===== src/hw/tos_pkg.sv =====
// Shared constants for the one-shot and monostable timer block.
package tos_pkg;

    // Register byte offsets on the AXI4-Lite bus.
    localparam logic [7:0] TOS_CTRL_OFS = 8'h00;
    localparam logic [7:0] TOS_PERIOD_OFS = 8'h04;
    localparam logic [7:0] TOS_COUNT_OFS = 8'h08;
    localparam logic [7:0] TOS_STATUS_OFS = 8'h0c;

    // Field positions inside the control register.
    localparam int TOS_CTRL_RUN_BIT = 0;
    localparam int TOS_CTRL_MODE_LSB = 8;
    localparam int TOS_CTRL_MODE_MSB = 12;

    // Field positions inside the status register.
    localparam int TOS_STAT_COUNTING_BIT = 0;
    localparam int TOS_STAT_LEVEL_BIT = 1;

    // Reset values.
    localparam logic [7:0] TOS_PERIOD_RST = 8'hff;
    localparam logic [4:0] TOS_MODE_RST = 5'h08;

    // Upper mode groups.
    localparam logic [1:0] TOS_GRP_ONESHOT = 2'h1;
    localparam logic [1:0] TOS_GRP_MONO = 2'h2;

    // Lower mode codes.
    localparam logic [2:0] TOS_LO_SOFT = 3'h0;
    localparam logic [2:0] TOS_LO_RISE = 3'h1;
    localparam logic [2:0] TOS_LO_FALL = 3'h2;
    localparam logic [2:0] TOS_LO_ANY = 3'h3;
    localparam logic [2:0] TOS_LO_RISE_RISE = 3'h4;
    localparam logic [2:0] TOS_LO_FALL_FALL = 3'h5;
    localparam logic [2:0] TOS_LO_RISE_LOW = 3'h6;
    localparam logic [2:0] TOS_LO_FALL_HIGH = 3'h7;

    // AXI response codes.
    localparam logic [1:0] TOS_RESP_OKAY = 2'h0;
    localparam logic [1:0] TOS_RESP_SLVERR = 2'h2;

    // Timer sequencing states.
    typedef enum logic [0:0] {
        TOS_ST_WAIT = 1'b0,
        TOS_ST_COUNT = 1'b1
    } tos_state_t;

endpackage : tos_pkg


===== src/hw/tos_edge_sync.sv =====
// Pin synchroniser with debounced level and registered edge pulses.
`timescale 1ns/10ps
module tos_edge_sync
(
    // Clock and reset.
    input wire logic ref_clk,
    input wire logic rstn,
    // Asynchronous pin.
    input wire logic pin_in,
    // Qualified level and one-cycle edge pulses.
    output logic level,
    output logic rise,
    output logic fall
);

    logic s1_q; // First stage, read only by the second stage.
    logic s2_q; // Second stage.
    logic s3_q; // Third stage, compared with the second.
    logic level_q; // Accepted level.
    logic rise_q; // Rising edge pulse.
    logic fall_q; // Falling edge pulse.

    ////////////////////////////////////////////////////////////////////////
    // Three flops keep metastability away from the logic.
    always_ff @(posedge ref_clk)
    begin
        if (!rstn)
        begin
            s1_q <= 1'b0;
            s2_q <= 1'b0;
            s3_q <= 1'b0;
        end
        else
        begin
            s1_q <= pin_in;
            s2_q <= s1_q;
            s3_q <= s2_q;
        end
    end

    // A change counts only once the second and third stages agree.
    always_ff @(posedge ref_clk)
    begin
        if (!rstn)
        begin
            level_q <= 1'b0;
            rise_q <= 1'b0;
            fall_q <= 1'b0;
        end
        else if ((s2_q == s3_q) && (s2_q != level_q))
        begin
            level_q <= s2_q;
            rise_q <= s2_q;
            fall_q <= !s2_q;
        end
        else
        begin
            rise_q <= 1'b0;
            fall_q <= 1'b0;
        end
    end

    assign level = level_q;
    assign rise = rise_q;
    assign fall = fall_q;

endmodule : tos_edge_sync


===== src/hw/tos_timer.sv =====
// One-shot, monostable and level one-shot timer with an AXI4-Lite slave.
//
// Overview of operation
// RQ1: Edge one-shot starts on chosen edge while running.
// RQ2: Mode 100: rising start, rising edge resets.
// RQ3: Mode 101: falling start, falling edge resets.
// RQ4: Mode 110: rising start, low level resets.
// RQ5: Mode 111: falling start, high level resets.
// RQ6: Monostable starts on chosen edge while running.
// RQ7: Level mode 110: high starts, low holds reset.
// RQ8: Level mode 111: low starts, high holds reset.
// RQ9: One-shot match clears run, count stops zero.
// RQ10: Monostable match stops count, run stays set.
// RQ11: After run toggles, new edge needed to restart.
// RQ12: Software avoids reserved mode codes.
// RQ13: Clearing run stops the timer at once.
//
// Our own choices: the placing of the registers and the AXI4-Lite slave port.
`timescale 1ns/10ps
module tos_timer
    import tos_pkg::*;
#(
    parameter int CW = 8 // Counter and period width.
)
(
    // Clock and reset.
    input wire logic ref_clk,
    input wire logic rstn,
    // External reset signal from an on-chip source, asynchronous.
    input wire logic external_reset_signal,
    // Timer state.
    output logic [CW-1:0] count_value,
    output logic run,
    // AXI4-Lite write address channel.
    input wire logic [7:0] s_axi_awaddr,
    input wire logic s_axi_awvalid,
    output logic s_axi_awready,
    // AXI4-Lite write data channel.
    input wire logic [31:0] s_axi_wdata,
    input wire logic [3:0] s_axi_wstrb,
    input wire logic s_axi_wvalid,
    output logic s_axi_wready,
    // AXI4-Lite write response channel.
    output logic [1:0] s_axi_bresp,
    output logic s_axi_bvalid,
    input wire logic s_axi_bready,
    // AXI4-Lite read address channel.
    input wire logic [7:0] s_axi_araddr,
    input wire logic s_axi_arvalid,
    output logic s_axi_arready,
    // AXI4-Lite read data channel.
    output logic [31:0] s_axi_rdata,
    output logic [1:0] s_axi_rresp,
    output logic s_axi_rvalid,
    input wire logic s_axi_rready
);

    ////////////////////////////////////////////////////////////////////////
    // Declarations.
    logic ers_level; // Qualified level of the external reset signal.
    logic ers_rise; // Qualified rising edge.
    logic ers_fall; // Qualified falling edge.
    logic run_q; // Run bit.
    logic [4:0] mode_q; // Five-bit mode code.
    logic [CW-1:0] period_q; // Period value.
    logic [CW-1:0] count_q; // Count value.
    tos_state_t state_q; // Waiting for a start or counting.
    logic aw_have_q; // Write address held.
    logic w_have_q; // Write data held.
    logic [7:0] awaddr_q; // Held write address.
    logic [31:0] wdata_q; // Held write data.
    logic [3:0] wstrb_q; // Held byte enables.
    logic awready_q;
    logic wready_q;
    logic bvalid_q;
    logic [1:0] bresp_q;
    logic arready_q;
    logic rvalid_q;
    logic [31:0] rdata_q;
    logic [1:0] rresp_q;
    logic do_write; // Both halves of a write are here.
    logic ctrl_wr; // Write to the control register, whatever the byte lanes.
    logic start_evt; // Start condition for edge or software modes.
    logic edge_rst; // Edge that resets a running count.
    logic lvl_rst; // Level that resets a running count.
    logic lvl_mode; // Level-triggered one-shot mode.
    logic lvl_gate; // Level that lets the level mode count.
    logic oneshot; // Match clears the run bit.
    logic valid_mode; // Mode code belongs to this group.
    logic match; // Count equals period while counting.
    logic hw_stop; // Hardware clears the run bit this cycle.

    ////////////////////////////////////////////////////////////////////////
    // Pin synchroniser.
    tos_edge_sync u_sync
    (
        .ref_clk(ref_clk),
        .rstn(rstn),
        .pin_in(external_reset_signal),
        .level(ers_level),
        .rise(ers_rise),
        .fall(ers_fall)
    );

    ////////////////////////////////////////////////////////////////////////
    // Mode decode.
    always_comb
    begin
        start_evt = 1'b0;
        edge_rst = 1'b0;
        lvl_rst = 1'b0;
        lvl_mode = 1'b0;
        lvl_gate = 1'b0;
        oneshot = 1'b0;
        valid_mode = 1'b0;
        if (mode_q[4:3] == TOS_GRP_ONESHOT)
        begin
            valid_mode = 1'b1;
            oneshot = 1'b1;
            case (mode_q[2:0])
                TOS_LO_SOFT: start_evt = 1'b1;
                TOS_LO_RISE: start_evt = ers_rise; // RQ1
                TOS_LO_FALL: start_evt = ers_fall; // RQ1
                TOS_LO_ANY: start_evt = ers_rise | ers_fall; // RQ1
                TOS_LO_RISE_RISE:
                begin
                    start_evt = ers_rise; // RQ2
                    edge_rst = ers_rise; // RQ2
                end
                TOS_LO_FALL_FALL:
                begin
                    start_evt = ers_fall; // RQ3
                    edge_rst = ers_fall; // RQ3
                end
                TOS_LO_RISE_LOW:
                begin
                    start_evt = ers_rise; // RQ4
                    lvl_rst = !ers_level; // RQ4
                end
                default:
                begin
                    start_evt = ers_fall; // RQ5
                    lvl_rst = ers_level; // RQ5
                end
            endcase
        end
        else if (mode_q[4:3] == TOS_GRP_MONO)
        begin
            case (mode_q[2:0])
                TOS_LO_RISE:
                begin
                    valid_mode = 1'b1;
                    start_evt = ers_rise; // RQ6
                end
                TOS_LO_FALL:
                begin
                    valid_mode = 1'b1;
                    start_evt = ers_fall; // RQ6
                end
                TOS_LO_ANY:
                begin
                    valid_mode = 1'b1;
                    start_evt = ers_rise | ers_fall; // RQ6
                end
                TOS_LO_RISE_LOW:
                begin
                    valid_mode = 1'b1;
                    oneshot = 1'b1;
                    lvl_mode = 1'b1;
                    lvl_gate = ers_level; // RQ7
                end
                TOS_LO_FALL_HIGH:
                begin
                    valid_mode = 1'b1;
                    oneshot = 1'b1;
                    lvl_mode = 1'b1;
                    lvl_gate = !ers_level; // RQ8
                end
                // Reserved codes leave the timer idle.
                default: valid_mode = 1'b0; // RQ12
            endcase
        end
    end

    // A match counts only while a level mode's gate is open.
    assign match = run_q && (state_q == TOS_ST_COUNT) && (count_q == period_q)
        && !(lvl_mode && !lvl_gate);
    assign hw_stop = match && oneshot; // RQ9

    ////////////////////////////////////////////////////////////////////////
    // Timer sequencing and count. Clearing run parks the count where it is.
    always_ff @(posedge ref_clk)
    begin
        if (!rstn)
        begin
            state_q <= TOS_ST_WAIT;
            count_q <= '0;
        end
        else if (!run_q || !valid_mode)
        begin
            // Leaving run drops to WAIT, so an edge mode restarts only on a fresh edge.
            state_q <= TOS_ST_WAIT; // RQ13 RQ11
        end
        else
        begin
            case (state_q)
                TOS_ST_WAIT:
                begin
                    if (lvl_mode)
                    begin
                        if (lvl_gate)
                        begin
                            state_q <= TOS_ST_COUNT; // RQ7 RQ8
                        end
                        else
                        begin
                            count_q <= '0; // RQ7 RQ8
                        end
                    end
                    else if (start_evt)
                    begin
                        state_q <= TOS_ST_COUNT; // RQ1 RQ6
                    end
                end
                TOS_ST_COUNT:
                begin
                    if (lvl_mode && !lvl_gate)
                    begin
                        state_q <= TOS_ST_WAIT; // RQ7 RQ8
                        count_q <= '0;
                    end
                    else if (match)
                    begin
                        // Monostable keeps run set and waits for an edge.
                        state_q <= TOS_ST_WAIT; // RQ9 RQ10
                        count_q <= '0; // RQ9 RQ10
                    end
                    else if (edge_rst || lvl_rst)
                    begin
                        count_q <= '0; // RQ2 RQ3 RQ4 RQ5
                    end
                    else
                    begin
                        count_q <= count_q + 1'b1;
                    end
                end
                default: state_q <= TOS_ST_WAIT;
            endcase
        end
    end

    ////////////////////////////////////////////////////////////////////////
    // Control and period registers; software beats a same-cycle hardware stop.
    assign do_write = aw_have_q && w_have_q && !bvalid_q;
    assign ctrl_wr = do_write && (awaddr_q == TOS_CTRL_OFS);

    always_ff @(posedge ref_clk)
    begin
        if (!rstn)
        begin
            run_q <= 1'b0;
        end
        else if (ctrl_wr && wstrb_q[0])
        begin
            run_q <= wdata_q[TOS_CTRL_RUN_BIT];
        end
        else if (hw_stop)
        begin
            run_q <= 1'b0; // RQ9
        end
    end

    always_ff @(posedge ref_clk)
    begin
        if (!rstn)
        begin
            mode_q <= TOS_MODE_RST;
            period_q <= CW'(TOS_PERIOD_RST);
        end
        else if (do_write)
        begin
            if ((awaddr_q == TOS_CTRL_OFS) && wstrb_q[1])
            begin
                mode_q <= wdata_q[TOS_CTRL_MODE_MSB:TOS_CTRL_MODE_LSB];
            end
            if ((awaddr_q == TOS_PERIOD_OFS) && wstrb_q[0])
            begin
                period_q <= wdata_q[CW-1:0];
            end
        end
    end

    ////////////////////////////////////////////////////////////////////////
    // Write channels: address and data are taken in either order.
    always_ff @(posedge ref_clk)
    begin
        if (!rstn)
        begin
            aw_have_q <= 1'b0;
            w_have_q <= 1'b0;
            awaddr_q <= '0;
            wdata_q <= '0;
            wstrb_q <= '0;
            awready_q <= 1'b1;
            wready_q <= 1'b1;
            bvalid_q <= 1'b0;
            bresp_q <= TOS_RESP_OKAY;
        end
        else
        begin
            if (s_axi_awvalid && awready_q)
            begin
                awaddr_q <= s_axi_awaddr;
                aw_have_q <= 1'b1;
                awready_q <= 1'b0;
            end
            if (s_axi_wvalid && wready_q)
            begin
                wdata_q <= s_axi_wdata;
                wstrb_q <= s_axi_wstrb;
                w_have_q <= 1'b1;
                wready_q <= 1'b0;
            end
            if (do_write)
            begin
                aw_have_q <= 1'b0;
                w_have_q <= 1'b0;
                bvalid_q <= 1'b1;
                // Count and status are read-only; unmapped gets an error.
                if ((awaddr_q == TOS_CTRL_OFS) || (awaddr_q == TOS_PERIOD_OFS))
                begin
                    bresp_q <= TOS_RESP_OKAY;
                end
                else
                begin
                    bresp_q <= TOS_RESP_SLVERR;
                end
            end
            if (bvalid_q && s_axi_bready)
            begin
                bvalid_q <= 1'b0;
                awready_q <= 1'b1;
                wready_q <= 1'b1;
            end
        end
    end

    ////////////////////////////////////////////////////////////////////////
    // Read channel: one read in flight, data one cycle after the address.
    always_ff @(posedge ref_clk)
    begin
        if (!rstn)
        begin
            arready_q <= 1'b1;
            rvalid_q <= 1'b0;
            rdata_q <= '0;
            rresp_q <= TOS_RESP_OKAY;
        end
        else if (s_axi_arvalid && arready_q)
        begin
            arready_q <= 1'b0;
            rvalid_q <= 1'b1;
            rresp_q <= TOS_RESP_OKAY;
            rdata_q <= '0;
            case (s_axi_araddr)
                TOS_CTRL_OFS:
                begin
                    rdata_q[TOS_CTRL_RUN_BIT] <= run_q;
                    rdata_q[TOS_CTRL_MODE_MSB:TOS_CTRL_MODE_LSB] <= mode_q;
                end
                TOS_PERIOD_OFS: rdata_q[CW-1:0] <= period_q;
                TOS_COUNT_OFS: rdata_q[CW-1:0] <= count_q;
                TOS_STATUS_OFS:
                begin
                    rdata_q[TOS_STAT_COUNTING_BIT] <= (state_q == TOS_ST_COUNT) && run_q;
                    rdata_q[TOS_STAT_LEVEL_BIT] <= ers_level;
                end
                default: rresp_q <= TOS_RESP_SLVERR;
            endcase
        end
        else if (rvalid_q && s_axi_rready)
        begin
            rvalid_q <= 1'b0;
            arready_q <= 1'b1;
        end
    end

    ////////////////////////////////////////////////////////////////////////
    // Output drive, all from flops.
    assign count_value = count_q;
    assign run = run_q;
    assign s_axi_awready = awready_q;
    assign s_axi_wready = wready_q;
    assign s_axi_bvalid = bvalid_q;
    assign s_axi_bresp = bresp_q;
    assign s_axi_arready = arready_q;
    assign s_axi_rvalid = rvalid_q;
    assign s_axi_rdata = rdata_q;
    assign s_axi_rresp = rresp_q;

endmodule : tos_timer


===== config.mk =====
export PLATFORM = sky130hd
export DESIGN_NAME = tos_timer
export DESIGN_NICKNAME = d
export VERILOG_FILES = /design/src/hw/tos_pkg.sv /design/src/hw/tos_edge_sync.sv /design/src/hw/tos_timer.sv
export SDC_FILE = /design/constraint.sdc
export NUM_CORES = 1
export LEC_CHECK = 0
export BUFFER_PORTS_ARGS = -buffer_cell sky130_fd_sc_hd__buf_2
export CORE_UTILIZATION = 30
export DETAILED_ROUTE_END_ITERATION = 16
export PLACE_DENSITY = 0.62
export SETUP_SLACK_MARGIN = 0.5
export SLEW_MARGIN = 20
export SYNTH_ARGS = -nofsm -noshare
export SYNTH_HDL_FRONTEND = slang
export SYNTH_SLANG_ARGS = --single-unit
export TNS_END_PERCENT = 1

===== constraint.sdc =====
create_clock -name ref_clk -period 1.7 [get_ports ref_clk]
set_clock_uncertainty 0.05 [all_clocks]
set_input_delay 0.085 -clock ref_clk [delete_from_list [all_inputs] [get_ports ref_clk]]
set_output_delay 0.085 -clock ref_clk [all_outputs]
set_load 0.01 [all_outputs]

After elaboration in Yosys (flattened, before gate mapping)
Cells that the tools add are included.
{"block": "classes", "add_sub_neg": 1, "eq_ne": 18, "mux": 42, "bitwise": 4, "reduce_logical": 44}
{"op": "$mux 8", "count": 5}
{"op": "$mux 1", "count": 24}
{"op": "$logic_and 1x1->1", "count": 17}
{"op": "$eq 8x3->1 const B", "count": 2}
{"op": "$eq 8x4->1 const B", "count": 2}
{"op": "$logic_not 8->1", "count": 2}
{"op": "$pmux 8 s2", "count": 1}
{"op": "$eq 3x3->1 const B", "count": 4}
{"op": "$pmux 6 s2", "count": 1}
{"op": "$pmux 1 s3", "count": 3}
{"op": "$add 8x1->8 const B", "count": 1}
{"op": "$eq 8x8->1", "count": 1}
{"op": "$pmux 1 s2", "count": 4}
{"op": "$reduce_or 2->1", "count": 4}
{"op": "$logic_not 1->1", "count": 7}
{"op": "$eq 3x2->1 const B", "count": 2}
{"op": "$reduce_and 2->1", "count": 3}
{"op": "$reduce_or 6->1", "count": 1}
{"op": "$mux 5", "count": 1}
{"op": "$reduce_or 5->1", "count": 1}
{"op": "$mux 2", "count": 2}
{"op": "$ne 2x2->1 const B", "count": 2}
{"op": "$pmux 1 s4", "count": 1}
{"op": "$reduce_bool 2->1", "count": 2}
{"op": "12 further kinds", "count": 16}
{"block": "word_totals", "regBits": 76, "input_bits": 60, "output_inout_bits": 50, "word_cells": 133}

Depth between registers and ports, before layout
{"block": "logic_depth", "word_depth": 11, "ltp_mapped": 6, "ltp_nobuf": 5}

Modules after synthesis
Synthesis repeated with hierarchy kept, for this count alone.
{"block": "unflattened", "cells_unflattened": 399, "hier_area_um2": 3424.5}
{"module": "tos_timer", "n_inst": 1, "cells_each": 384, "area_each_um2": 3249.4, "seq_area_each_um2": 1361.3}
{"module": "tos_edge_sync", "n_inst": 1, "cells_each": 15, "area_each_um2": 175.2, "seq_area_each_um2": 120.1}

Least setup slack after synthesis
OpenSTA, ideal clock, no wires.
{"block": "synth_timing", "kind": "register -> register", "startpoint": "register count_q[1] (netlist: count_value[1])", "endpoint": "register count_q[3] (netlist: count_value[3])", "setup_time_ps": 117, "arrival_time_ps": 1674, "required_time_ps": 1533, "slack_ps": -142, "path_stages_with_launch": 6, "n_path_buf": 1, "synth_period_minus_slack_ps": 1842, "path_cell_list": "dfxtp_1 -> clkbuf_1 -> a2111o_1 -> nor4_4 -> o31ai_1 -> a32o_1"}
{"block": "synth_via", "elab_chain_len": 6, "elab_cells_between_ends": 8, "classes_between": "1 x add/sub; 1 x eq/ne; 4 x mux; 2 x reduce/logical"}
{"element": "start: declaration", "line": "tos_timer.sv:66", "rtl": "logic [CW-1:0] count_q;"}
{"element": "start signal: assignment", "line": "tos_timer.sv:244", "rtl": "count_q <= count_q + 1'b1;"}
{"element": "parallel branches: the longest is 3 deep, another holds $add 8x1->8"}
{"element": "$mux 8 (*)", "line": "tos_timer.sv:232", "rtl": "else if (match)"}
{"element": "$mux 8 (*)", "line": "tos_timer.sv:227", "rtl": "if (lvl_mode && !lvl_gate)"}
{"element": "$pmux 8 s2 (*)", "line": "tos_timer.sv:206", "rtl": "case (state_q)"}
Mark *: on every way between the ends.
A chain may end at the register's enable or synchronous reset.

Worst setup path in the final report
{"block": "layout_timing", "startpoint": "register count_q[3] (netlist: count_value[3])", "endpoint": "register count_q[3] (netlist: count_value[3])"}
Same word-level chain as after synthesis.

==> flow_summary.json <==
{
  "outcome": "finished, final reports clean",
  "hold_viol_final": 0,
  "cts_tree": "yes",
  "synth_edf_count": 0,
  "synth_top_area_share_pct": 43.7,
  "syn_inst": 390,
  "area_growth_syn_to_layout_pct": 44.1,
  "routabilityCongestion": 0.858,
  "power_density_nw_per_um2": 805,
  "cts.path.max_buffers": 2,
  "drv_cap": 0,
  "gr-total-overflow": 0,
  "grt_pass1_wl_mm": 13.6,
  "ys_seq_elements": 74,
  "cts_sinks": 74,
  "die_x_um": 108,
  "ant_nets": 0,
  "mostFrequentLayoutCell": "nand2_1",
  "yosysTopAreaCell": "dfxtp_1",
  "coreArea_um2": 10900,
  "fmax_ghz": 0.604,
  "fin_cells": 661,
  "finalSetupViolCount": 0,
  "worstPathMaxFanout": 8,
  "synthTopCellsByArea": "dfxtp_1 (44%), nand2_1 (8.1%), a21boi_0 (5.8%), buf_4 (4.7%), nor2b_1 (4.6%)",
  "async_reset_ff_share_pct": 0,
  "ys.flop_type": "dfxtp_1",
  "grt_pass1_vias": 2910,
  "clk_latency_ps": 340,
  "ys_types": 49,
  "rsz0062_at_grt": "true",
  "final_cell_mix": "nand2_1 (70), buf_2 (67), dfxtp_1 (61)",
  "diodes": 0,
  "start_util_pct": 31.0,
  "num-fill-cells": 1078,
  "numPortBuffers": 67,
  "slew_headroom_pct": 63.0,
  "dp_slack_ps": -88.7,
  "cts-htree-levels": 3,
  "fin_ws_ps": 45.5,
  "hp-class": "in -> reg",
  "ir_worst_vdd_uv": 410,
  "cp-end-kind": "register",
  "synth.yosys.seq_area_share_pct": 43.7,
  "period_minus_slack_ps": 1650,
  "syn_avg_cell_area_um2": 8.68,
  "drv_slew": 0,
  "power.leakage_nw": 2.14,
  "viasPerCell": 4.66,
  "layout-drive-gt1-share_pct": 33.6,
  "numCtsBuffers": 9,
  "fin_crit_sh_pct": 97.3,
  "design.die.area_um2": 11700,
  "drt-wirelength-per-cell_um": 12.8,
  "tightest_slew_ps": 554,
  "drt_iter0_markers": 132,
  "grt_max_degree": 67,
  "required_ps": 1870,
  "io_pins": 110,
  "yosys_warnings": 0,
  "wirelength_mm": 8.47,
  "vias": 3080,
  "drtPass1Iterations": 6,
  "die_h_um": 108,
  "cts_root_buf": "clkbuf_16",
  "dp_hpwl_mm": 5.89,
  "drc": 0,
  "grt_usage_pct": 14.9,
  "antenna_found_initial": 0,
  "clk_pin_slew_worst_paths_ps": 60,
  "rows": 38,
  "netlist_area_um2": 3390,
  "path_class": "reg -> reg",
  "fin_nets": 577,
  "worstPathArrival_ps": 1830,
  "start_kind": "register",
  "placedCellCount": 612
}
-- synth_stat cells, drive strengths merged, types with 2 or more instances --
library cell / count
clkbuf: 19
nor4: 5
and2: 12
buf: 23
mux2i: 14
o21ai: 14
inv: 7
o31ai: 2
nand2b: 3
nor3: 14
and3: 3
a22oi: 13
nand3: 6
dfxtp: 74
a32o: 2
xnor2: 6
nor2: 10
nand4: 2
nand2: 73
o21a: 2
and3b: 3
a21boi: 26
nor2b: 25
xor2: 5
a21oi: 9
-- layout make-up --
| class | instances | area (um2) | area share (%) |
|---|---|---|---|
| multi-input combinational | 288 | 1930 | 39.5 |
| clock inverter | 7 | 60.1 | 1.23 |
| timing repair buffer | 136 | 966 | 19.8 |
| sequential | 74 | 1500 | 30.8 |
| tap | 140 | 175 | 3.59 |
| clock buffer | 9 | 225 | 4.61 |
| inverter | 7 | 26.3 | 0.538 |
-- worst paths after layout --
path / startpoint / to / slack [ps] / cells past startpoint
worst max-delay path: count_value[3] / count_value[3] / 50 / 7
worst min-delay path: s_axi_arvalid / s_axi_arready / 100 / 3
worst max register to register: count_value[3] / count_value[3] / 50 / 7
worst min register to register: u_sync.s1_q / u_sync.s2_q / 390 / 1
-- per-stage QoR --
step	hold slack, ps	util, %	TNS (ps)	instance area, um2	power [mW]
final	100	44.6	0	4880	3.93
after global routing	130	44.6	0	4880	4.10
after CTS	85.4	43.4	0	4740	3.96
after detailed placement	247	36.8	-552	4030	2.11
after global placement	244	36.8	-255	4030	2.10
after floorplan	135	-	-566	3470	2.04
-- where the power goes --
group / internal [mW] / switching [mW] / leakage, nW
Clock: 1.01 / 0.781 / 0.137
Sequential: 1.78 / 0.0343 / 0.606
Combinational: 0.158 / 0.165 / 1.40
Total: 2.95 / 0.980 / 2.14
-- flip-flops by register name, indices dropped and copies added, names as in the netlist, 2 cells and up --
| signal | flops |
|---|---|
| wdata_q | 13 |
| count_value | 8 |
| awaddr_q | 8 |
| wstrb_q | 2 |
| s_axi_rdata | 13 |
| mode_q | 5 |
| period_q | 8 |
-- logic make-up after synthesis --
| logic type | synth area share [%] |
|---|---|
| compound gates | 16.3 |
| xor+xnor | 2.84 |
| fa+ha+maj | 0.369 |
| buf+inv | 7.83 |
| flops | 43.7 |
| mux | 4.47 |
| other cells | 0.111 |
| simple gates | 24.3 |
-- critical path: stages (launching register included) --
cell and delay, ps:
dfxtp_2 340, buf_6 130, nand2b_4 130, o221ai_4 100, nor4_4 310, buf_6 180, nor2_4 50, a32o_1 270
-- metal layers --
metal | track usage (%) | routed length (um)
met2 | 24.9 | 4040
met1 | 18.2 | 3760
met3 | 4.64 | 538
met5 | 0 | 0
met4 | 4.92 | 136
-- repair_timing --
item / 4_1_cts / 5_1_grt
gates cloned: 1 / 0
hold endpoints to repair: 28 / 0
pin swaps: 12 / 10
hold buffers: 28 / 0
buffers inserted: 3 / 1
gates resized for setup: 29 / 38
setup endpoints to repair: 45 / 56
(Power assumes the default switching activity.)
